### src/shared/acc_map.svh
`ifndef ACC_MAP_SVH
`define ACC_MAP_SVH

// Register indices; byte address is four times the index
`define ACC_IDX_EN      7'h61
`define ACC_IDX_CFG_A   7'h62
`define ACC_IDX_CFG_C   7'h64
`define ACC_IDX_AVG     7'h68
`define ACC_IDX_STATE   7'h6A
`define ACC_IDX_PIN     7'h6B
`define ACC_IDX_SWTRIG  7'h6C
`define ACC_IDX_LINK    7'h71

// Reset values
`define ACC_RST_EN      8'h01
`define ACC_RST_CFG_A   8'h01
`define ACC_RST_CFG_C   8'h02
`define ACC_RST_AVG     8'h61
`define ACC_RST_PIN     8'h00
`define ACC_RST_SWTRIG  8'h01
`define ACC_RST_LINK    8'h00

// Field positions
`define ACC_EN_BIT      0
`define ACC_FG_BIT      0
`define ACC_BG_BIT      1
`define ACC_OS_BIT      2
`define ACC_BGOS_BIT    3
`define ACC_PARK_HI     1
`define ACC_PARK_LO     0
`define ACC_OSAVG_HI    6
`define ACC_OSAVG_LO    4
`define ACC_LINAVG_HI   2
`define ACC_LINAVG_LO   0
`define ACC_TSRC_BIT    0
`define ACC_STSEL_HI    2
`define ACC_STSEL_LO    1
`define ACC_SWTRIG_BIT  0
`define ACC_LINK_BIT    0

// Status register layout
`define ACC_ST_FG_BIT   0
`define ACC_ST_STOP_BIT 1
`define ACC_ST_CODE_LO  2

// Status pin selection codes
`define ACC_SEL_FG      2'h0
`define ACC_SEL_STOP    2'h1
`define ACC_SEL_ALARM   2'h2

// Parked core codes
`define ACC_PARK_C0     2'h0
`define ACC_PARK_C1     2'h1
`define ACC_PARK_C2     2'h2

// Timing: one averaging step, shifted by the depth code
`define ACC_CLK_NS      10
`define ACC_STEP_NS     160
`define ACC_STEP_CYC    (`ACC_STEP_NS / `ACC_CLK_NS)

`endif

### src/shared/acc_pkg.sv
package acc_pkg;
    typedef enum logic [2:0] {
        ACC_HOLD,
        ACC_CLEAR,
        ACC_WAIT,
        ACC_FG_OS,
        ACC_FG_LIN,
        ACC_BG_RUN,
        ACC_BG_STOP,
        ACC_DONE
    } acc_state_t;

    typedef logic [7:0] acc_byte_t;
endpackage

### src/shared/acc_cfg_if.sv
`timescale 1ns/1ps
`default_nettype none
interface acc_cfg_if;
    // Towards the sequencer
    logic       cal_en;
    logic       trig;
    logic       fg_sel;
    logic       bg_en;
    logic       os_en;
    logic       bgos_en;
    logic [1:0] park_sel;
    logic [2:0] offset_averaging_depth;
    logic [2:0] lin_avg;
    // Back from the sequencer
    logic       foreground_done_flag;
    logic       stopped;
    logic [2:0] code;
    logic       clr_vals;
    logic       os_run;
    logic       lin_run;
    logic       bgos_run;
    logic [2:0] park;

    modport top (output cal_en, trig, fg_sel, bg_en, os_en, bgos_en, park_sel,
                 offset_averaging_depth, lin_avg,
                 input  foreground_done_flag, stopped, code, clr_vals, os_run, lin_run,
                 bgos_run, park);
    modport seq (input  cal_en, trig, fg_sel, bg_en, os_en, bgos_en, park_sel,
                 offset_averaging_depth, lin_avg,
                 output foreground_done_flag, stopped, code, clr_vals, os_run, lin_run,
                 bgos_run, park);
endinterface
`default_nettype wire

### src/acc_sync.sv
`timescale 1ns/1ps
`default_nettype none
module acc_sync #(
    parameter int W = 2
) (
    // Clock and reset
    input  wire logic         mclk_i,
    input  wire logic         nrst_i,
    // Levels
    input  wire logic [W-1:0] async_i,
    output logic      [W-1:0] sync_o
);
    logic [W-1:0] meta_q;
    logic [W-1:0] sync_q;

    // First stage feeds only the second
    always_ff @(posedge mclk_i) begin
        if (!nrst_i) begin
            meta_q <= '0;
            sync_q <= '0;
        end else begin
            meta_q <= async_i;
            sync_q <= meta_q;
        end
    end

    assign sync_o = sync_q;
endmodule
`default_nettype wire

### src/acc_cal_seq.sv
`timescale 1ns/1ps
`default_nettype none
`include "acc_map.svh"
module acc_cal_seq #(
    parameter int CW = 13
) (
    // Clock and reset
    input  wire logic mclk_i,
    input  wire logic nrst_i,
    // Configuration and status
    acc_cfg_if.seq    cfg
);
    import acc_pkg::*;

    acc_state_t    st_q, st_d;
    logic [CW-1:0] cnt_q, cnt_d;
    logic          en_q, en_d;
    logic          fg_q, fg_d, bg_q, bg_d, os_q, os_d, bgos_q, bgos_d;
    logic [1:0]    park_q, park_d;
    logic [2:0]    osa_q, osa_d, lina_q, lina_d;
    logic          done_q, done_d, stop_q, stop_d, clr_q, clr_d;
    logic [2:0]    pk_q, pk_d;
    logic          osr_q, osr_d, linr_q, linr_d, bgosr_q, bgosr_d;

    function automatic logic [CW-1:0] depth_cyc(input logic [2:0] d);
        depth_cyc = CW'(`ACC_STEP_CYC) << d;
    endfunction

    function automatic acc_state_t after_fg(input logic bg, input logic t);
        if (!bg)
            after_fg = ACC_DONE;
        else if (t)
            after_fg = ACC_BG_RUN;
        else
            after_fg = ACC_BG_STOP;
    endfunction

    always_comb begin
        st_d   = st_q;
        cnt_d  = cnt_q;
        en_d   = cfg.cal_en;
        fg_d   = fg_q;
        bg_d   = bg_q;
        os_d   = os_q;
        bgos_d = bgos_q;
        park_d = park_q;
        osa_d  = osa_q;
        lina_d = lina_q;
        done_d = done_q;
        clr_d  = 1'b0;
        // Settings are captured at the enable edge only
        if (cfg.cal_en && !en_q) begin
            fg_d   = cfg.fg_sel;
            bg_d   = cfg.bg_en;
            os_d   = cfg.os_en;
            bgos_d = cfg.bgos_en;
            park_d = cfg.park_sel;
            osa_d  = cfg.offset_averaging_depth;
            lina_d = cfg.lin_avg;
        end
        case (st_q)
            ACC_HOLD: begin
                done_d = 1'b0;
                if (cfg.cal_en && !en_q) begin
                    st_d  = ACC_CLEAR;
                    clr_d = 1'b1;
                end
            end
            ACC_CLEAR: begin
                if (fg_q) begin
                    st_d = ACC_WAIT;
                end else begin
                    done_d = 1'b1;
                    st_d   = after_fg(bg_q, cfg.trig);
                    // Background may follow at once; load a full phase
                    cnt_d  = depth_cyc(lina_q);
                end
            end
            ACC_WAIT: begin
                if (cfg.trig) begin
                    st_d  = os_q ? ACC_FG_OS : ACC_FG_LIN;
                    cnt_d = os_q ? depth_cyc(osa_q) : depth_cyc(lina_q);
                end
            end
            ACC_FG_OS: begin
                cnt_d = cnt_q - CW'(1);
                if (cnt_q == CW'(1)) begin
                    st_d  = ACC_FG_LIN;
                    cnt_d = depth_cyc(lina_q);
                end
            end
            ACC_FG_LIN: begin
                cnt_d = cnt_q - CW'(1);
                if (cnt_q == CW'(1)) begin
                    done_d = 1'b1;
                    st_d   = after_fg(bg_q, cfg.trig);
                    cnt_d  = depth_cyc(lina_q);
                end
            end
            ACC_BG_RUN: begin
                // Halts only at the end of a phase
                cnt_d = cnt_q - CW'(1);
                if (cnt_q == CW'(1)) begin
                    cnt_d = depth_cyc(lina_q);
                    if (!cfg.trig)
                        st_d = ACC_BG_STOP;
                end
            end
            ACC_BG_STOP: begin
                if (cfg.trig) begin
                    st_d  = ACC_BG_RUN;
                    cnt_d = depth_cyc(lina_q);
                end
            end
            ACC_DONE: begin
                st_d = ACC_DONE;
            end
            default: begin
                st_d = ACC_HOLD;
            end
        endcase
        if (!cfg.cal_en) begin
            st_d   = ACC_HOLD;
            done_d = 1'b0;
        end
        stop_d = (st_d == ACC_BG_STOP) || (st_d == ACC_DONE);
        // Phase outputs registered with the state, no decode at the pins
        osr_d   = (st_d == ACC_FG_OS);
        linr_d  = (st_d == ACC_FG_LIN) || (st_d == ACC_BG_RUN);
        bgosr_d = (st_d == ACC_BG_RUN) && bg_d && bgos_d;
        pk_d = 3'h0;
        if (!bg_d && st_d != ACC_HOLD) begin
            case (park_d)
                `ACC_PARK_C0: pk_d = 3'h1;
                `ACC_PARK_C1: pk_d = 3'h2;
                `ACC_PARK_C2: pk_d = 3'h4;
                default:      pk_d = 3'h0;
            endcase
        end
    end

    always_ff @(posedge mclk_i) begin
        if (!nrst_i) begin
            st_q   <= ACC_HOLD;
            cnt_q  <= '0;
            en_q   <= 1'b0;
            fg_q   <= 1'b1;
            bg_q   <= 1'b0;
            os_q   <= 1'b0;
            bgos_q <= 1'b0;
            park_q <= 2'h2;
            osa_q  <= 3'h6;
            lina_q <= 3'h1;
            done_q <= 1'b0;
            stop_q <= 1'b0;
            clr_q  <= 1'b0;
            pk_q   <= 3'h0;
            osr_q  <= 1'b0;
            linr_q <= 1'b0;
            bgosr_q <= 1'b0;
        end else begin
            st_q   <= st_d;
            cnt_q  <= cnt_d;
            en_q   <= en_d;
            fg_q   <= fg_d;
            bg_q   <= bg_d;
            os_q   <= os_d;
            bgos_q <= bgos_d;
            park_q <= park_d;
            osa_q  <= osa_d;
            lina_q <= lina_d;
            done_q <= done_d;
            stop_q <= stop_d;
            clr_q  <= clr_d;
            pk_q   <= pk_d;
            osr_q  <= osr_d;
            linr_q <= linr_d;
            bgosr_q <= bgosr_d;
        end
    end

    assign cfg.foreground_done_flag  = done_q;
    assign cfg.stopped  = stop_q;
    assign cfg.code     = st_q;
    assign cfg.clr_vals = clr_q;
    assign cfg.os_run   = osr_q;
    assign cfg.lin_run  = linr_q;
    assign cfg.bgos_run = bgosr_q;
    assign cfg.park     = pk_q;
endmodule
`default_nettype wire

### src/acc_top.sv
//
// Overview of operation
// - Background offset needs background-offset and background enables
// - Foreground offset needs offset and foreground enables
// - Background enable bit runs continuous calibration
// - Start clears values, then optional foreground run
// - Parked-core field picks the idle sub-core while background is off
// - Offset averaging depth from bits six to four
// - Linearity averaging depth from bits two to zero
// - Read-only status carries three-bit state code
// - Stopped flag follows background halt and resume
// - Background off: stopped once foreground ends
// - Foreground-done flag high after completion or skip
// - Status pin select: done, stopped, alarm, low
// - Source bit zero uses the software trigger
// - Source bit one uses the hardware pin
// - Enable starts calibration; clear holds it, dividers
// - Software trigger behaves like the pin, two cycles sooner (no synchronizer)
//
`timescale 1ns/1ps
`default_nettype none
`include "acc_map.svh"
module acc_top (
    // Clock and reset
    input  wire logic        mclk_i,
    input  wire logic        nrst_i,
    // Avalon-MM slave
    input  wire logic [8:0]  avs_address_i,
    input  wire logic        avs_read_i,
    input  wire logic        avs_write_i,
    input  wire logic [31:0] avs_writedata_i,
    input  wire logic [3:0]  avs_byteenable_i,
    output logic      [31:0] avs_readdata_o,
    output logic             avs_waitrequest_o,
    // Pins
    input  wire logic        hardware_trigger_pin_i,
    input  wire logic        alarm_i,
    output logic             status_output_pin_o,
    // Converter side
    output logic             serial_link_enable_o,
    output logic             divider_reset_o,
    output logic             cal_values_reset_o,
    output logic             offset_run_o,
    output logic             linearity_run_o,
    output logic             background_offset_run_o,
    output logic [2:0]       core_park_o,
    output logic [2:0]       offset_averaging_depth_o,
    output logic [2:0]       linearity_averaging_depth_o
);
    import acc_pkg::*;

    acc_cfg_if cfg ();

    acc_byte_t   en_q, en_d, cfga_q, cfga_d, cfgc_q, cfgc_d;
    acc_byte_t   avg_q, avg_d, pin_q, pin_d, sw_q, sw_d, link_q, link_d;
    logic        wait_q, wait_d;
    logic [31:0] rdata_q, rdata_d;
    logic        trig_q, trig_d, stpin_q, stpin_d, divrst_q, divrst_d;
    logic [1:0]  pins_sync;
    logic [6:0]  idx;
    logic        take;

    acc_sync #(
        .W (2)
    ) u_sync (
        .mclk_i (mclk_i),
        .nrst_i (nrst_i),
        .async_i({alarm_i, hardware_trigger_pin_i}),
        .sync_o (pins_sync)
    );

    acc_cal_seq #(
        .CW (13)
    ) u_seq (
        .mclk_i (mclk_i),
        .nrst_i (nrst_i),
        .cfg    (cfg)
    );

    function automatic acc_byte_t lane_wr(input acc_byte_t old, input logic hit);
        lane_wr = (hit && avs_byteenable_i[0]) ? avs_writedata_i[7:0] : old;
    endfunction

    assign idx  = avs_address_i[8:2];
    // Request is taken at the edge where waitrequest is low
    assign take = !wait_q;

    // Bus handshake and register storage
    always_comb begin
        wait_d  = !((avs_read_i || avs_write_i) && wait_q);
        rdata_d = rdata_q;
        if ((avs_read_i || avs_write_i) && wait_q) begin
            rdata_d = 32'h0;
            case (idx)
                `ACC_IDX_EN:     rdata_d[7:0] = en_q;
                `ACC_IDX_CFG_A:  rdata_d[7:0] = cfga_q;
                `ACC_IDX_CFG_C:  rdata_d[7:0] = cfgc_q;
                `ACC_IDX_AVG:    rdata_d[7:0] = avg_q;
                `ACC_IDX_STATE:  rdata_d[7:0] = {3'h0, cfg.code,
                                                 cfg.stopped, cfg.foreground_done_flag};
                `ACC_IDX_PIN:    rdata_d[7:0] = pin_q;
                `ACC_IDX_SWTRIG: rdata_d[7:0] = sw_q;
                `ACC_IDX_LINK:   rdata_d[7:0] = link_q;
                default:         rdata_d      = 32'h0;
            endcase
        end
        // Whole bytes stored, reserved bits included
        en_d   = lane_wr(en_q,   take && avs_write_i && idx == `ACC_IDX_EN);
        cfga_d = lane_wr(cfga_q, take && avs_write_i && idx == `ACC_IDX_CFG_A);
        cfgc_d = lane_wr(cfgc_q, take && avs_write_i && idx == `ACC_IDX_CFG_C);
        avg_d  = lane_wr(avg_q,  take && avs_write_i && idx == `ACC_IDX_AVG);
        pin_d  = lane_wr(pin_q,  take && avs_write_i && idx == `ACC_IDX_PIN);
        sw_d   = lane_wr(sw_q,   take && avs_write_i && idx == `ACC_IDX_SWTRIG);
        link_d = lane_wr(link_q, take && avs_write_i && idx == `ACC_IDX_LINK);
    end

    always_ff @(posedge mclk_i) begin
        if (!nrst_i) begin
            wait_q  <= 1'b1;
            rdata_q <= 32'h0;
            en_q    <= `ACC_RST_EN;
            cfga_q  <= `ACC_RST_CFG_A;
            cfgc_q  <= `ACC_RST_CFG_C;
            avg_q   <= `ACC_RST_AVG;
            pin_q   <= `ACC_RST_PIN;
            sw_q    <= `ACC_RST_SWTRIG;
            link_q  <= `ACC_RST_LINK;
        end else begin
            wait_q  <= wait_d;
            rdata_q <= rdata_d;
            en_q    <= en_d;
            cfga_q  <= cfga_d;
            cfgc_q  <= cfgc_d;
            avg_q   <= avg_d;
            pin_q   <= pin_d;
            sw_q    <= sw_d;
            link_q  <= link_d;
        end
    end

    // Trigger, status pin and divider reset
    always_comb begin
        if (pin_q[`ACC_TSRC_BIT])
            trig_d = pins_sync[0];
        else
            trig_d = sw_q[`ACC_SWTRIG_BIT];
        case (pin_q[`ACC_STSEL_HI:`ACC_STSEL_LO])
            `ACC_SEL_FG:    stpin_d = cfg.foreground_done_flag;
            `ACC_SEL_STOP:  stpin_d = cfg.stopped;
            `ACC_SEL_ALARM: stpin_d = pins_sync[1];
            default:        stpin_d = 1'b0;
        endcase
        divrst_d = !en_q[`ACC_EN_BIT];
    end

    always_ff @(posedge mclk_i) begin
        if (!nrst_i) begin
            trig_q   <= 1'b0;
            stpin_q  <= 1'b0;
            divrst_q <= 1'b1;
        end else begin
            trig_q   <= trig_d;
            stpin_q  <= stpin_d;
            divrst_q <= divrst_d;
        end
    end

    assign cfg.cal_en   = en_q[`ACC_EN_BIT];
    assign cfg.trig     = trig_q;
    assign cfg.fg_sel   = cfga_q[`ACC_FG_BIT];
    assign cfg.bg_en    = cfga_q[`ACC_BG_BIT];
    assign cfg.os_en    = cfga_q[`ACC_OS_BIT];
    assign cfg.bgos_en  = cfga_q[`ACC_BGOS_BIT];
    // Takes effect at the next enable edge; host keeps the link off meanwhile
    assign cfg.park_sel = cfgc_q[`ACC_PARK_HI:`ACC_PARK_LO];
    assign cfg.offset_averaging_depth   = avg_q[`ACC_OSAVG_HI:`ACC_OSAVG_LO];
    assign cfg.lin_avg  = avg_q[`ACC_LINAVG_HI:`ACC_LINAVG_LO];

    assign avs_readdata_o              = rdata_q;
    assign avs_waitrequest_o           = wait_q;
    assign status_output_pin_o         = stpin_q;
    assign serial_link_enable_o        = link_q[`ACC_LINK_BIT];
    assign divider_reset_o             = divrst_q;
    assign cal_values_reset_o          = cfg.clr_vals;
    assign offset_run_o                = cfg.os_run;
    assign linearity_run_o             = cfg.lin_run;
    assign background_offset_run_o     = cfg.bgos_run;
    assign core_park_o                 = cfg.park;
    assign offset_averaging_depth_o    = cfg.offset_averaging_depth;
    assign linearity_averaging_depth_o = cfg.lin_avg;
endmodule
`default_nettype wire

### config.mk
export PLATFORM = sky130hd
export DESIGN_NAME = acc_top
export DESIGN_NICKNAME = d
export VERILOG_FILES = /design/src/shared/acc_pkg.sv /design/src/shared/acc_cfg_if.sv /design/src/acc_sync.sv /design/src/acc_cal_seq.sv /design/src/acc_top.sv
export VERILOG_INCLUDE_DIRS = /design/src /design/src/shared
export SDC_FILE = /design/constraint.sdc
export NUM_CORES = 1
export LEC_CHECK = 0
export ABC_CLOCK_PERIOD_IN_PS = 5900
export BUFFER_PORTS_ARGS = -buffer_cell sky130_fd_sc_hd__buf_2
export CORE_UTILIZATION = 55
export CTS_CLUSTER_DIAMETER = 40
export DETAILED_ROUTE_END_ITERATION = 10
export PLACE_DENSITY = 0.79
export RECOVER_POWER = 50
export SYNTH_ARGS = -nofsm -noshare
export SYNTH_HDL_FRONTEND = slang
export SYNTH_HIERARCHICAL = 1
export SYNTH_SLANG_ARGS = --single-unit
### constraint.sdc
create_clock -name mclk_i -period 5.9 [get_ports mclk_i]
set_input_delay 0.295 -clock mclk_i [delete_from_list [all_inputs] [get_ports mclk_i]]
set_output_delay 0.295 -clock mclk_i [all_outputs]
set_load 0.05 [all_outputs]
Yosys cells after proc, flatten, opt, wreduce, memory -nomap -nowiden:

Index checks and enable logic that the tools add are counted.

* word-level logic and storage cells: 133
* output and inout port bits: 49
* input port bits: 51
* register bits: 110

* $add $sub $neg: 1
* reductions and logical operators: 40
* multiplexer cells: 30
* shifts and indexed selects: 2
* equality and inequality tests: 29

Operators with widths (number)
* 13-bit 2-to-1 mux: 5
* 8-bit one-hot mux with 8 select lines: 1
* 7-bit equality test, second input constant: 8
* 13-bit one-hot mux with 4 select lines: 1
* 3-bit 2-to-1 mux: 11
* 5-bit by 3-bit left shift with 13-bit output, first input constant: 2
* 3-bit equality test, second input constant: 8
* 3-bit one-hot mux with 8 select lines: 1
* 1-bit logical AND: 20
* 13-bit by 1-bit equality test with 1-bit output, second input constant: 1
* 13-bit by 1-bit subtractor with 13-bit output, second input constant: 1
* 3-bit by 2-bit equality test with 1-bit output, second input constant: 3
* 3-bit one-hot mux with 3 select lines: 1
* 1-bit 2-to-1 mux: 6
* 2-bit inequality test, second input constant: 3
* 1-bit one-hot mux with 3 select lines: 2
* 2-bit AND reduction: 3
* 3-bit nonzero test: 2
* 1-bit zero test: 5
* 2-bit by 1-bit equality test with 1-bit output, second input constant: 2
* 2-bit equality test, second input constant: 2
* 2-bit zero test: 2
* 2-bit 2-to-1 mux: 2
* 4-bit AND reduction: 1
* 7 further kinds: 9

Logic depth before layout (Yosys ltp):

Gate-level depths: netlist of run 1.

* depth in word-level cells: 8
* mapped depth: 8
* depth with buffers taken out: 7

By module:

Netlist of run 1, hierarchy kept.

By module, submodules not included
* acc_top: cells an instance 341, instances 1, area an instance 3440.8 um^2
* acc_cal_seq: cells an instance 267, instances 1, area an instance 2084.5 um^2
* acc_sync: cells an instance 8, instances 1, area an instance 105.1 um^2

Worst setup path after synthesis of run 1:

No wires, ideal clock.

* kind: flip-flop to flip-flop
* start: reg u_seq.cnt_q[7]
* end: reg u_seq.cnt_q[5]
* stages on the path, launching flop included: 7
* clock period less this slack: 2149 ps
* setup slack: 3751 ps
* data required time: 5819 ps
* library setup time: 81 ps
* buffers on the path: 1
* data arrival time: 2068 ps
* cell sequence: dfxtp_1 -> or4_4 -> or4b_4 -> buf_6 -> nor4_2 -> a21oi_1 -> a41oi_1

* cells in the longest elaborated chain, start to end: 3

Ends and longest elaborated chain
* start: declaration: RTL line acc_cal_seq.sv:16 `logic [CW-1:0] cnt_q, cnt_d;`
* start signal: assignment: RTL line acc_cal_seq.sv:163 `cnt_q <= cnt_d;`
* 13-bit by 1-bit equality test with 1-bit output: RTL line acc_cal_seq.sv:87, acc_cal_seq.sv:94, acc_cal_seq.sv:103
* 13-bit 2-to-1 mux: RTL line acc_cal_seq.sv:87, acc_cal_seq.sv:94, acc_cal_seq.sv:103
* 13-bit one-hot mux with 4 select lines: RTL line acc_cal_seq.sv:61 `case (st_q)`

Every way passes these cells.
A chain may end at the register's enable or synchronous reset.

==> metrics.csv, run 1 <==
metric;value;unit
status;finished with violations;
failing checks;max-capacitance violations, max-slew violations;
area of the mapped netlist;5630;µm²
detailed-route via count;4547;
average wire per standard cell;16.8;µm
Buf/Inv on CP;3;
Ports;100;
setup tns final;0;ns
slowest library cell on the worst path;clkbuf_1;
library cells used by synthesis;69;
Reg clk slew, reported paths;0.10;ns
Die Span X;103;µm
Final period util;0.570;
top post-synthesis cells by area;dfxtp_1 (39%), mux2i_1 (13%), nor2b_1 (6.6%);
DP HPWL;8990;µm
Final Hold Fails;0;
number of global-route vias before repair;4061;
worst skew pair latency;0.38;ns
gr usage total;0.254;
IO Port Bufs;46;
row cnt;36;
final setup violating endpoints;0;
PwrDens;255;nW/µm²
core area;9860;µm²
Starting Density;0.571;
cells after synthesis;616;
Die H;103;µm
CP top delay family;buffers and inverters;
Routed WL;12900;µm
syn avg cell area;9.14;µm²
DR vias/cell;5.93;
nets@finish;683;
first-pass iteration count of the detailed router;5;
Peak supply drop;0.000204;V
endpoint type of the worst setup path;flip-flop;
CTS H-Tree Depth;3;
hold_buf cts;0;
clock buffer count from CTS;9;
area leader, netlist;dfxtp_1;
Final Max Tran Viols;107;
Root Buffer Master;clkbuf_8;
hold slack;0.119;ns
RSZ-0062 raised after global routing;false;
# resized after CTS;0;
Static Leak;0.00212;µW
Inserted Diodes;0;
share of cells above drive strength 1;0.0962;
1st-iter DRT viols;476;
Seq/Total Area, Yosys;0.391;
Post-synth ARST share;0;
Yosys top cell area share;0.391;
CP Cell Sequence;clkbuf_1, clkbuf_1, inv_1, a21oi_1, nand4_1, nor3_1;
Slew headroom;-0.428;
clock skew;0.00986;ns
Crit Path Category;primary input to flip-flop;
Data arrival, critical path;3.66;ns
largest net degree at the start of global routing;47;
global-route wire length before repair;20600;µm
Worst-Margin Slew;2.12;ns
most used cell, CP;clkbuf_1;
crit path max fanout;46;
fin crit period;3.36;ns
startpoint types;primary input;
initial antenna violation count;0;
Routability Congestion;0.861;
Crit path largest cell delay;1.21;ns
Max Root-Sink Buffers;2;
post-route DRC violation count;0;
Post-synth EDFFs;0;
fmax;297;MHz
yosys warns;6;
remaining antenna violation count after routing;0;
final instance area;5900;µm²
area grow syn2layout;4.71;%
post-synthesis register bit count;110;
Worst EP required;6.20;ns
placed inst area;5750;µm²
die area;10600;µm²
CTS Sinks;110;
Synth Flop Type;dfxtp_1;
Hold/Removal Path Class;primary input to flip-flop;
Setup Fix Bufs, Post-CTS;0;
CTS tree;done;
max cap viols;4;
GR Overflow Total;0;
sequential cells by signal, summed over array words and instances, names as in the netlist, 2 cells and up:
register	flops
u_seq/cnt_q	13
link_q	8
pin_q	8
u_sync/meta_q	2
u_seq/cfg.park	3
u_seq/osa_q	3
sw_q	8
u_seq/cfg.code	3
u_sync/sync_o	2
avg_q	8
u_seq/park_q	2
en_q	8
cfgc_q	8
avs_readdata_o	8
cfga_q	8
u_seq/lina_q	3
cells in the mapped netlist, drive strengths merged (9+ instances only):
cell type,count
o2bb2ai,9
a21oi,19
nor3,20
a211oi,10
nor2,27
nor2b,59
dfxtp,110
buf,37
nand3,10
mux2,11
nor4,10
a22oi,10
mux2i,71
clkbuf,31
o21ai,16
nand2,62
final timing paths:
| kind | slack [ns] | from | to | cells past startpoint |
|---|---|---|---|---|
| max | 2.54 | nrst_i | u_seq/cfg.bgos_run | 6 |
| min reg2reg | 0.46 | u_sync/meta_q[1] | u_sync/sync_o[1] | 1 |
| min | 0.12 | alarm_i | u_sync/meta_q[1] | 2 |
| max reg2reg | 3.09 | avs_waitrequest_o | pin_q[2] | 4 |
cell usage in the layout (no fill, tap or decap), types with 4 or more instances in the layout:
master / netlist / final
dfxtp_1: 110 / 110
mux2i_1: 71 / 71
nand2_1: 62 / 62
nor2b_1: 59 / 59
clkbuf_1: 31 / 29
nor2_1: 26 / 26
conb_1: 1 / 24
nor3_1: 19 / 20
buf_2: 3 / 19
a21oi_1: 19 / 19
o21ai_0: 15 / 15
mux2_2: 11 / 11
nand3_1: 10 / 10
a211oi_1: 10 / 10
a22oi_1: 10 / 10
o2bb2ai_1: 9 / 9
clkbuf_8: 0 / 9
nor4_1: 7 / 8
inv_1: 8 / 8
nand3b_1: 7 / 7
a222oi_1: 6 / 6
and2_0: 1 / 5
nand2b_1: 5 / 5
xor2_1: 5 / 5
nand4_1: 4 / 4
o221a_2: 4 / 4
xnor2_1: 4 / 4
kinds of logic after synthesis:
group / Yosys count / share of synthesized area
compound gates: 102 / 0.133
fa+ha+maj: 2 / 0.00444
flops: 110 / 0.391
simple gates: 233 / 0.234
other cells: 1 / 0.000666
buf+inv: 77 / 0.0740
xor+xnor: 9 / 0.0140
mux: 82 / 0.148
metal layers:
metal  vias to the layer above  GRT usage  routed length (µm)
li1                       2186          -                   -
met1                      2186      0.365                6180
met2                       163      0.383                5770
met3                        12     0.0612                 824
met4                         0     0.0628                 121
met5                         -          0                   0
power breakdown:
| part | internal, µW | switching (µW) |
|---|---|---|
| Sequential | 758 | 19.7 |
| Combinational | 71.9 | 150 |
| Clock | 241 | 261 |
| Total | 1070 | 431 |
per-stage QoR:
| stage | cells | setup slack (ns) | power, µW | util |
|---|---|---|---|---|
| floorplan | 639 | 3.75 | 982 | - |
| global placement | 752 | 3.26 | 1010 | 0.583 |
| detailed placement | 752 | 3.26 | 1010 | 0.583 |
| CTS | 767 | 3.48 | 1510 | 0.605 |
| global route | 767 | 2.15 | 1570 | 0.598 |
| finish | 767 | 2.54 | 1500 | 0.598 |
area by class of cell:
| cell class | instances | area, µm² |
|---|---|---|
| timing repair buffer | 48 | 204 |
| fill | 877 | 3970 |
| multi-input combinational | 452 | 3070 |
| inverter | 9 | 33.8 |
| tap | 133 | 166 |
| clock buffer | 9 | 124 |
| clock inverter | 6 | 93.8 |
| sequential | 110 | 2200 |
Note: power is estimated with default switching activity, not from simulation.
==> run 2: changes to the inputs <==
ABC_CLOCK_PERIOD_IN_PS = 2700   (was 5900)
CORE_UTILIZATION = 51   (was 55)
PLACE_DENSITY = 0.77   (was 0.79)
clock period = 2.7 ns   (was 5.9 ns; I/O delays follow)
==> run 2 against run 1 <==
Against the previous run:
- the run still ends with max-capacitance violations, max-slew violations left
- global-route usage decreased by 1.1 points
- total power grew 110%
- count of clock-buffer cells in the layout grew 2
- sequential cell count did not move
- clock skew rose by 0.0085 ns
- via count is 0.55% higher
- sequential share of layout area decreased by 0.35 points
- first-iteration DRC count down 36%
- critical path type is now flip-flop to flip-flop
- largest cell class unchanged
- largest power group unchanged
==> metrics.csv, run 2 (same netlist as run 1, synthesis figures left out) <==
metric;value;unit
status;finished with violations;
failing checks;max-capacitance violations, max-slew violations;
share of cells above drive strength 1;0.105;
initial antenna violation count;0;
Ports;100;
Hold/Removal Path Class;primary input to flip-flop;
clock power share;0.296;
Worst EP required;3.00;ns
IO Port Bufs;46;
Slew headroom;-0.146;
final instance area;5950;µm²
Peak supply drop;0.000377;V
die area;11500;µm²
net load switching power;938;µW
Data arrival, critical path;2.74;ns
remaining antenna violation count after routing;0;
Hold EP;avs_waitrequest_o;
Crit Path Category;flip-flop to flip-flop;
nets@finish;694;
Routability Congestion;0.931;
1st-iter DRT viols;305;
post-route DRC violation count;0;
PwrDens;524;nW/µm²
Die Span X;107;µm
final setup violating endpoints;0;
worst hold start;avs_read_i;
largest net degree at the start of global routing;49;
fin crit period;2.44;ns
row cnt;37;
Reg power frac;0.545;
Root Buffer Master;clkbuf_8;
Starting Density;0.536;
reg2reg path depth;5;
clock skew;0.0184;ns
detailed-route via count;4572;
gr usage total;0.242;
global-route wire length before repair;21900;µm
CTS Sinks;110;
post-layout util;0.566;
Final Hold Fails;0;
setup tns final;0;ns
Final Max Tran Viols;49;
worst skew pair latency;0.39;ns
area grow syn2layout;5.69;%
RSZ-0062 raised after global routing;false;
Sw Share;0.301;
average wire per standard cell;16.7;µm
DP HPWL;9270;µm
Worst-Margin Slew;1.72;ns
crit path max fanout;13;
Max Root-Sink Buffers;2;
internal power;2180;µW
FF-to-FF Start;u_seq/cnt_q[7];
DR vias/cell;5.85;
fill count;922;
Inserted Diodes;0;
Routed WL;13000;µm
placed inst area;5820;µm²
startpoint types;flip-flop;
Logic pwr share;0.159;
Final period util;0.902;
Die H;107;µm
clock buffer count from CTS;9;
CTS tree;done;
CTS H-Tree Depth;3;
commonest non-fill, non-tap cell in the layout;dfxtp_1;
fmax;410;MHz
number of global-route vias before repair;4277;
Static Leak;0.00215;µW
core area;10500;µm²
# resized after CTS;0;
most frequent cells in the layout;dfxtp_1 (110), mux2i_1 (71), nand2_1 (62);
max cap viols;1;
Power, Total;3120;µW
first-pass iteration count of the detailed router;8;
Crit Reg-Reg Endpoint;u_seq/cfg.os_run;
endpoint type of the worst setup path;flip-flop;
hold slack;0.0506;ns
Largest Register;u_seq/cnt_q;
Reg clk slew, reported paths;0.11;ns
FF-to-FF setup slack;0.26;ns
GR Overflow Total;0;
Worst Hold Depth;3;
max reg flops;13;
run 2: cell count changes in the layout (fill, tap and decap cells not counted), sizes merged:
cell / before / now
dlygate4sd3: 0 / 2
buf: 19 / 26
clkinv: 3 / 2
clkinvlp: 0 / 2
clkbuf: 38 / 42
inv: 10 / 9
bufinv: 2 / 0
run 2: power by group through the flow:
stage               sequential, µW  combinational, µW  clock, µW
global route                  1710                535       1030
CTS                           1700                494        943
detailed placement            1740                489          0
floorplan                     1740                407          0
finish                        1700                495        924
global placement              1730                479          0
run 2: worst max-delay path by stage:
stage                         from                end  slack (ns)  cells after the start
finish              u_seq/cnt_q[7]   u_seq/cfg.os_run        0.26                      5
global route                nrst_i  u_seq/cfg.park[2]        0.21                      4
floorplan           u_seq/cnt_q[7]     u_seq/cnt_q[5]        0.55                      6
CTS                 u_seq/cnt_q[7]   u_seq/cfg.os_run        0.32                      5
detailed placement  u_seq/cnt_q[7]   u_seq/cfg.os_run        0.34                      5
global placement    u_seq/cnt_q[7]   u_seq/cfg.os_run        0.45                      5
run 2: repair_timing:
item                                   in CTS  in global routing
setup endpoints to repair                   0                  0
hold buffers                                2                  0
endpoints found under the hold margin       2                  0
setup buffers                               0                  0
run 2: layer usage:
metal	vias up	global-route usage	wire length, µm
li1	2201	-	-
met2	187	0.370	5930
met3	15	0.0553	881
met1	2169	0.339	6090
met4	0	0.0763	141
met5	-	0	0
run 2: critical path, stage by stage, from the launching register on:
cell,delay [ns]
dfxtp_1,0.37
or4_4,0.59
or4b_4,0.65
nor4_1,0.32
o32ai_1,0.18
nor3_1,0.25
run 2: stage by stage:
stage / instances / setup WS, ns
final: 781 / 0.264
after global routing: 781 / 0.209
after CTS: 781 / 0.321
after detailed placement: 764 / 0.338
after global placement: 764 / 0.454
after floorplan: 639 / 0.551
run 2: area by class of cell:
type / instances / area [µm²] / area share
clock buffers: 11 / 141 / 0.0238
flip-flops and latches: 110 / 2200 / 0.370
well taps: 136 / 170 / 0.0286
multi-input cells: 452 / 3090 / 0.519
clock inverters: 4 / 32.5 / 0.00547
repair buffers: 59 / 284 / 0.0477
inverters: 9 / 33.8 / 0.00568
==> run 3: changes to the inputs <==
PLACE_DENSITY = 0.87   (was 0.77)
==> run 3 against run 2 <==
Against the previous run:
- the flow still finishes with violations (max-capacitance violations, max-slew violations)
- fmax rose by 2.3%
- count of clock-buffer cells in the layout down 2
- non-clock buffer count rose by 1
- clock skew decreased by 0.0043 ns
- sequential power barely moved
- worst hold slack better by 0.017 ns
- sequential share of layout area decreased by 0.36 points
- critical path depth decreased by 1
- register-to-register slack improved by 0.09 ns
- design area increased by 0.99%
- setup slack better by 0.054 ns
- cell count increased by 0.26%
- critical path type is now primary input to flip-flop
==> metrics.csv, run 3 (same netlist as run 1, synthesis figures left out) <==
metric;value;unit
area grow syn2layout;6.73;%
status;finished with violations;
row cnt;37;
Crit path largest cell delay;1.47;ns
Crit Reg-Reg Endpoint;u_seq/cfg.os_run;
Root Buffer Master;clkbuf_8;
Final Hold Fails;0;
fmax;420;MHz
Slew headroom;-0.314;
Reg clk slew, reported paths;0.11;ns
most frequent cells in the layout;dfxtp_1 (110), mux2i_1 (71), nand2_1 (62);
die area;11500;µm²
worst hold start;avs_read_i;
reg2reg path depth;5;
DP HPWL;9500;µm
commonest non-fill, non-tap cell in the layout;dfxtp_1;
Power, Total;3250;µW
Routed WL;13400;µm
hold slack;0.0671;ns
Worst-Margin Slew;1.97;ns
DR vias/cell;6.00;
clock buffer count from CTS;9;
max cap viols;1;
1st-iter DRT viols;470;
clock skew;0.0141;ns
fill count;902;
Peak supply drop;0.000401;V
share of cells above drive strength 1;0.113;
Final period util;0.882;
Worst Hold Depth;3;
slowest library cell on the worst path;clkbuf_1;
GR Overflow Total;0;
global-route wire length before repair;22000;µm
Final Max Tran Viols;56;
first-pass iteration count of the detailed router;8;
Max Root-Sink Buffers;2;
initial antenna violation count;0;
Data arrival, critical path;2.68;ns
remaining antenna violation count after routing;0;
Crit Path Category;primary input to flip-flop;
post-route DRC violation count;0;
# resized after CTS;0;
average wire per standard cell;17.1;µm
most used cell, CP;clkbuf_1;
final setup violating endpoints;0;
FF-to-FF Start;u_seq/cnt_q[7];
Starting Density;0.536;
endpoint type of the worst setup path;flip-flop;
core area;10500;µm²
nets@finish;695;
CTS Sinks;110;
gr usage total;0.246;
failing checks;max-capacitance violations, max-slew violations;
RSZ-0062 raised after global routing;false;
largest net degree at the start of global routing;56;
max reg flops;13;
FF-to-FF setup slack;0.35;ns
CP Cell Sequence;clkbuf_1, clkbuf_1, nand2_1, a21oi_1;
detailed-route via count;4695;
number of global-route vias before repair;4419;
Die Span X;107;µm
crit path max fanout;55;
PwrDens;541;nW/µm²
CTS tree;done;
Hold/Removal Path Class;primary input to flip-flop;
Die H;107;µm
Ports;100;
Setup Fix Bufs, Post-CTS;0;
Inserted Diodes;0;
Hold EP;avs_waitrequest_o;
Static Leak;0.00219;µW
worst skew pair latency;0.39;ns
Worst EP required;3.00;ns
Routability Congestion;0.860;
CTS H-Tree Depth;3;
fin crit period;2.38;ns
IO Port Bufs;46;
startpoint types;primary input;
Largest Register;u_seq/cnt_q;
setup tns final;0;ns
[run 3: how the worst max path moves through the flow]
stage | startpoint | to | slack [ns]
floorplan | u_seq/cnt_q[7] | u_seq/cnt_q[5] | 0.55
global placement | u_seq/cnt_q[7] | u_seq/cfg.os_run | 0.43
detailed placement | u_seq/cnt_q[7] | u_seq/cfg.os_run | 0.40
CTS | u_seq/cnt_q[7] | u_seq/cfg.os_run | 0.36
global route | nrst_i | u_seq/cfg.park[1] | 0.13
finish | nrst_i | u_seq/cfg.park[2] | 0.32
[run 3: per-layer routing]
metal / routed length [µm] / vias up / global-route usage
met1: 6050 / 2282 / 0.329
met3: 931 / 21 / 0.0608
met5: 0 / - / 0
met4: 225 / 0 / 0.0812
li1: - / 2200 / -
met2: 6180 / 192 / 0.387
[run 3: timing repair]
item / in CTS / in global routing
endpoints found under the setup margin: 0 / 0
hold buffers: 2 / 0
endpoints found under the hold margin: 2 / 0
[run 3: final cells by class]
| type | count | area (µm²) | area share |
|---|---|---|---|
| Sequential cell | 110 | 2200 | 0.366 |
| Multi-Input combinational cell | 452 | 3100 | 0.515 |
| Tap cell | 136 | 170 | 0.0283 |
| Inverter | 9 | 33.8 | 0.00562 |
| Clock inverter | 7 | 85.1 | 0.0142 |
| Clock buffer | 9 | 124 | 0.0206 |
| Timing Repair Buffer | 60 | 299 | 0.0498 |
[run 3: report_power, final]
group          total (µW)  leakage [µW]  switching (µW)  internal (µW)
Sequential           1700      0.000891            39.4           1660
Combinational         510       0.00119             343            168
Clock                1050      0.000107             597            449
[run 3: critical path: cells and delay by family]
family          cells  cell delay (ns)
buf+inv             2             1.97
simple gates        1             0.30
compound gates      1             0.25
[run 3: stage by stage]
stage                     instance area, µm²  std cells   util  setup slack [ns]
final                                   6010        783  0.572             0.318
after global routing                    6010        783  0.572             0.130
after CTS                               6060        783  0.577             0.362
after detailed placement                5830        765  0.555             0.398
after global placement                  5830        765  0.555             0.434
after floorplan                         5720        639      -             0.551
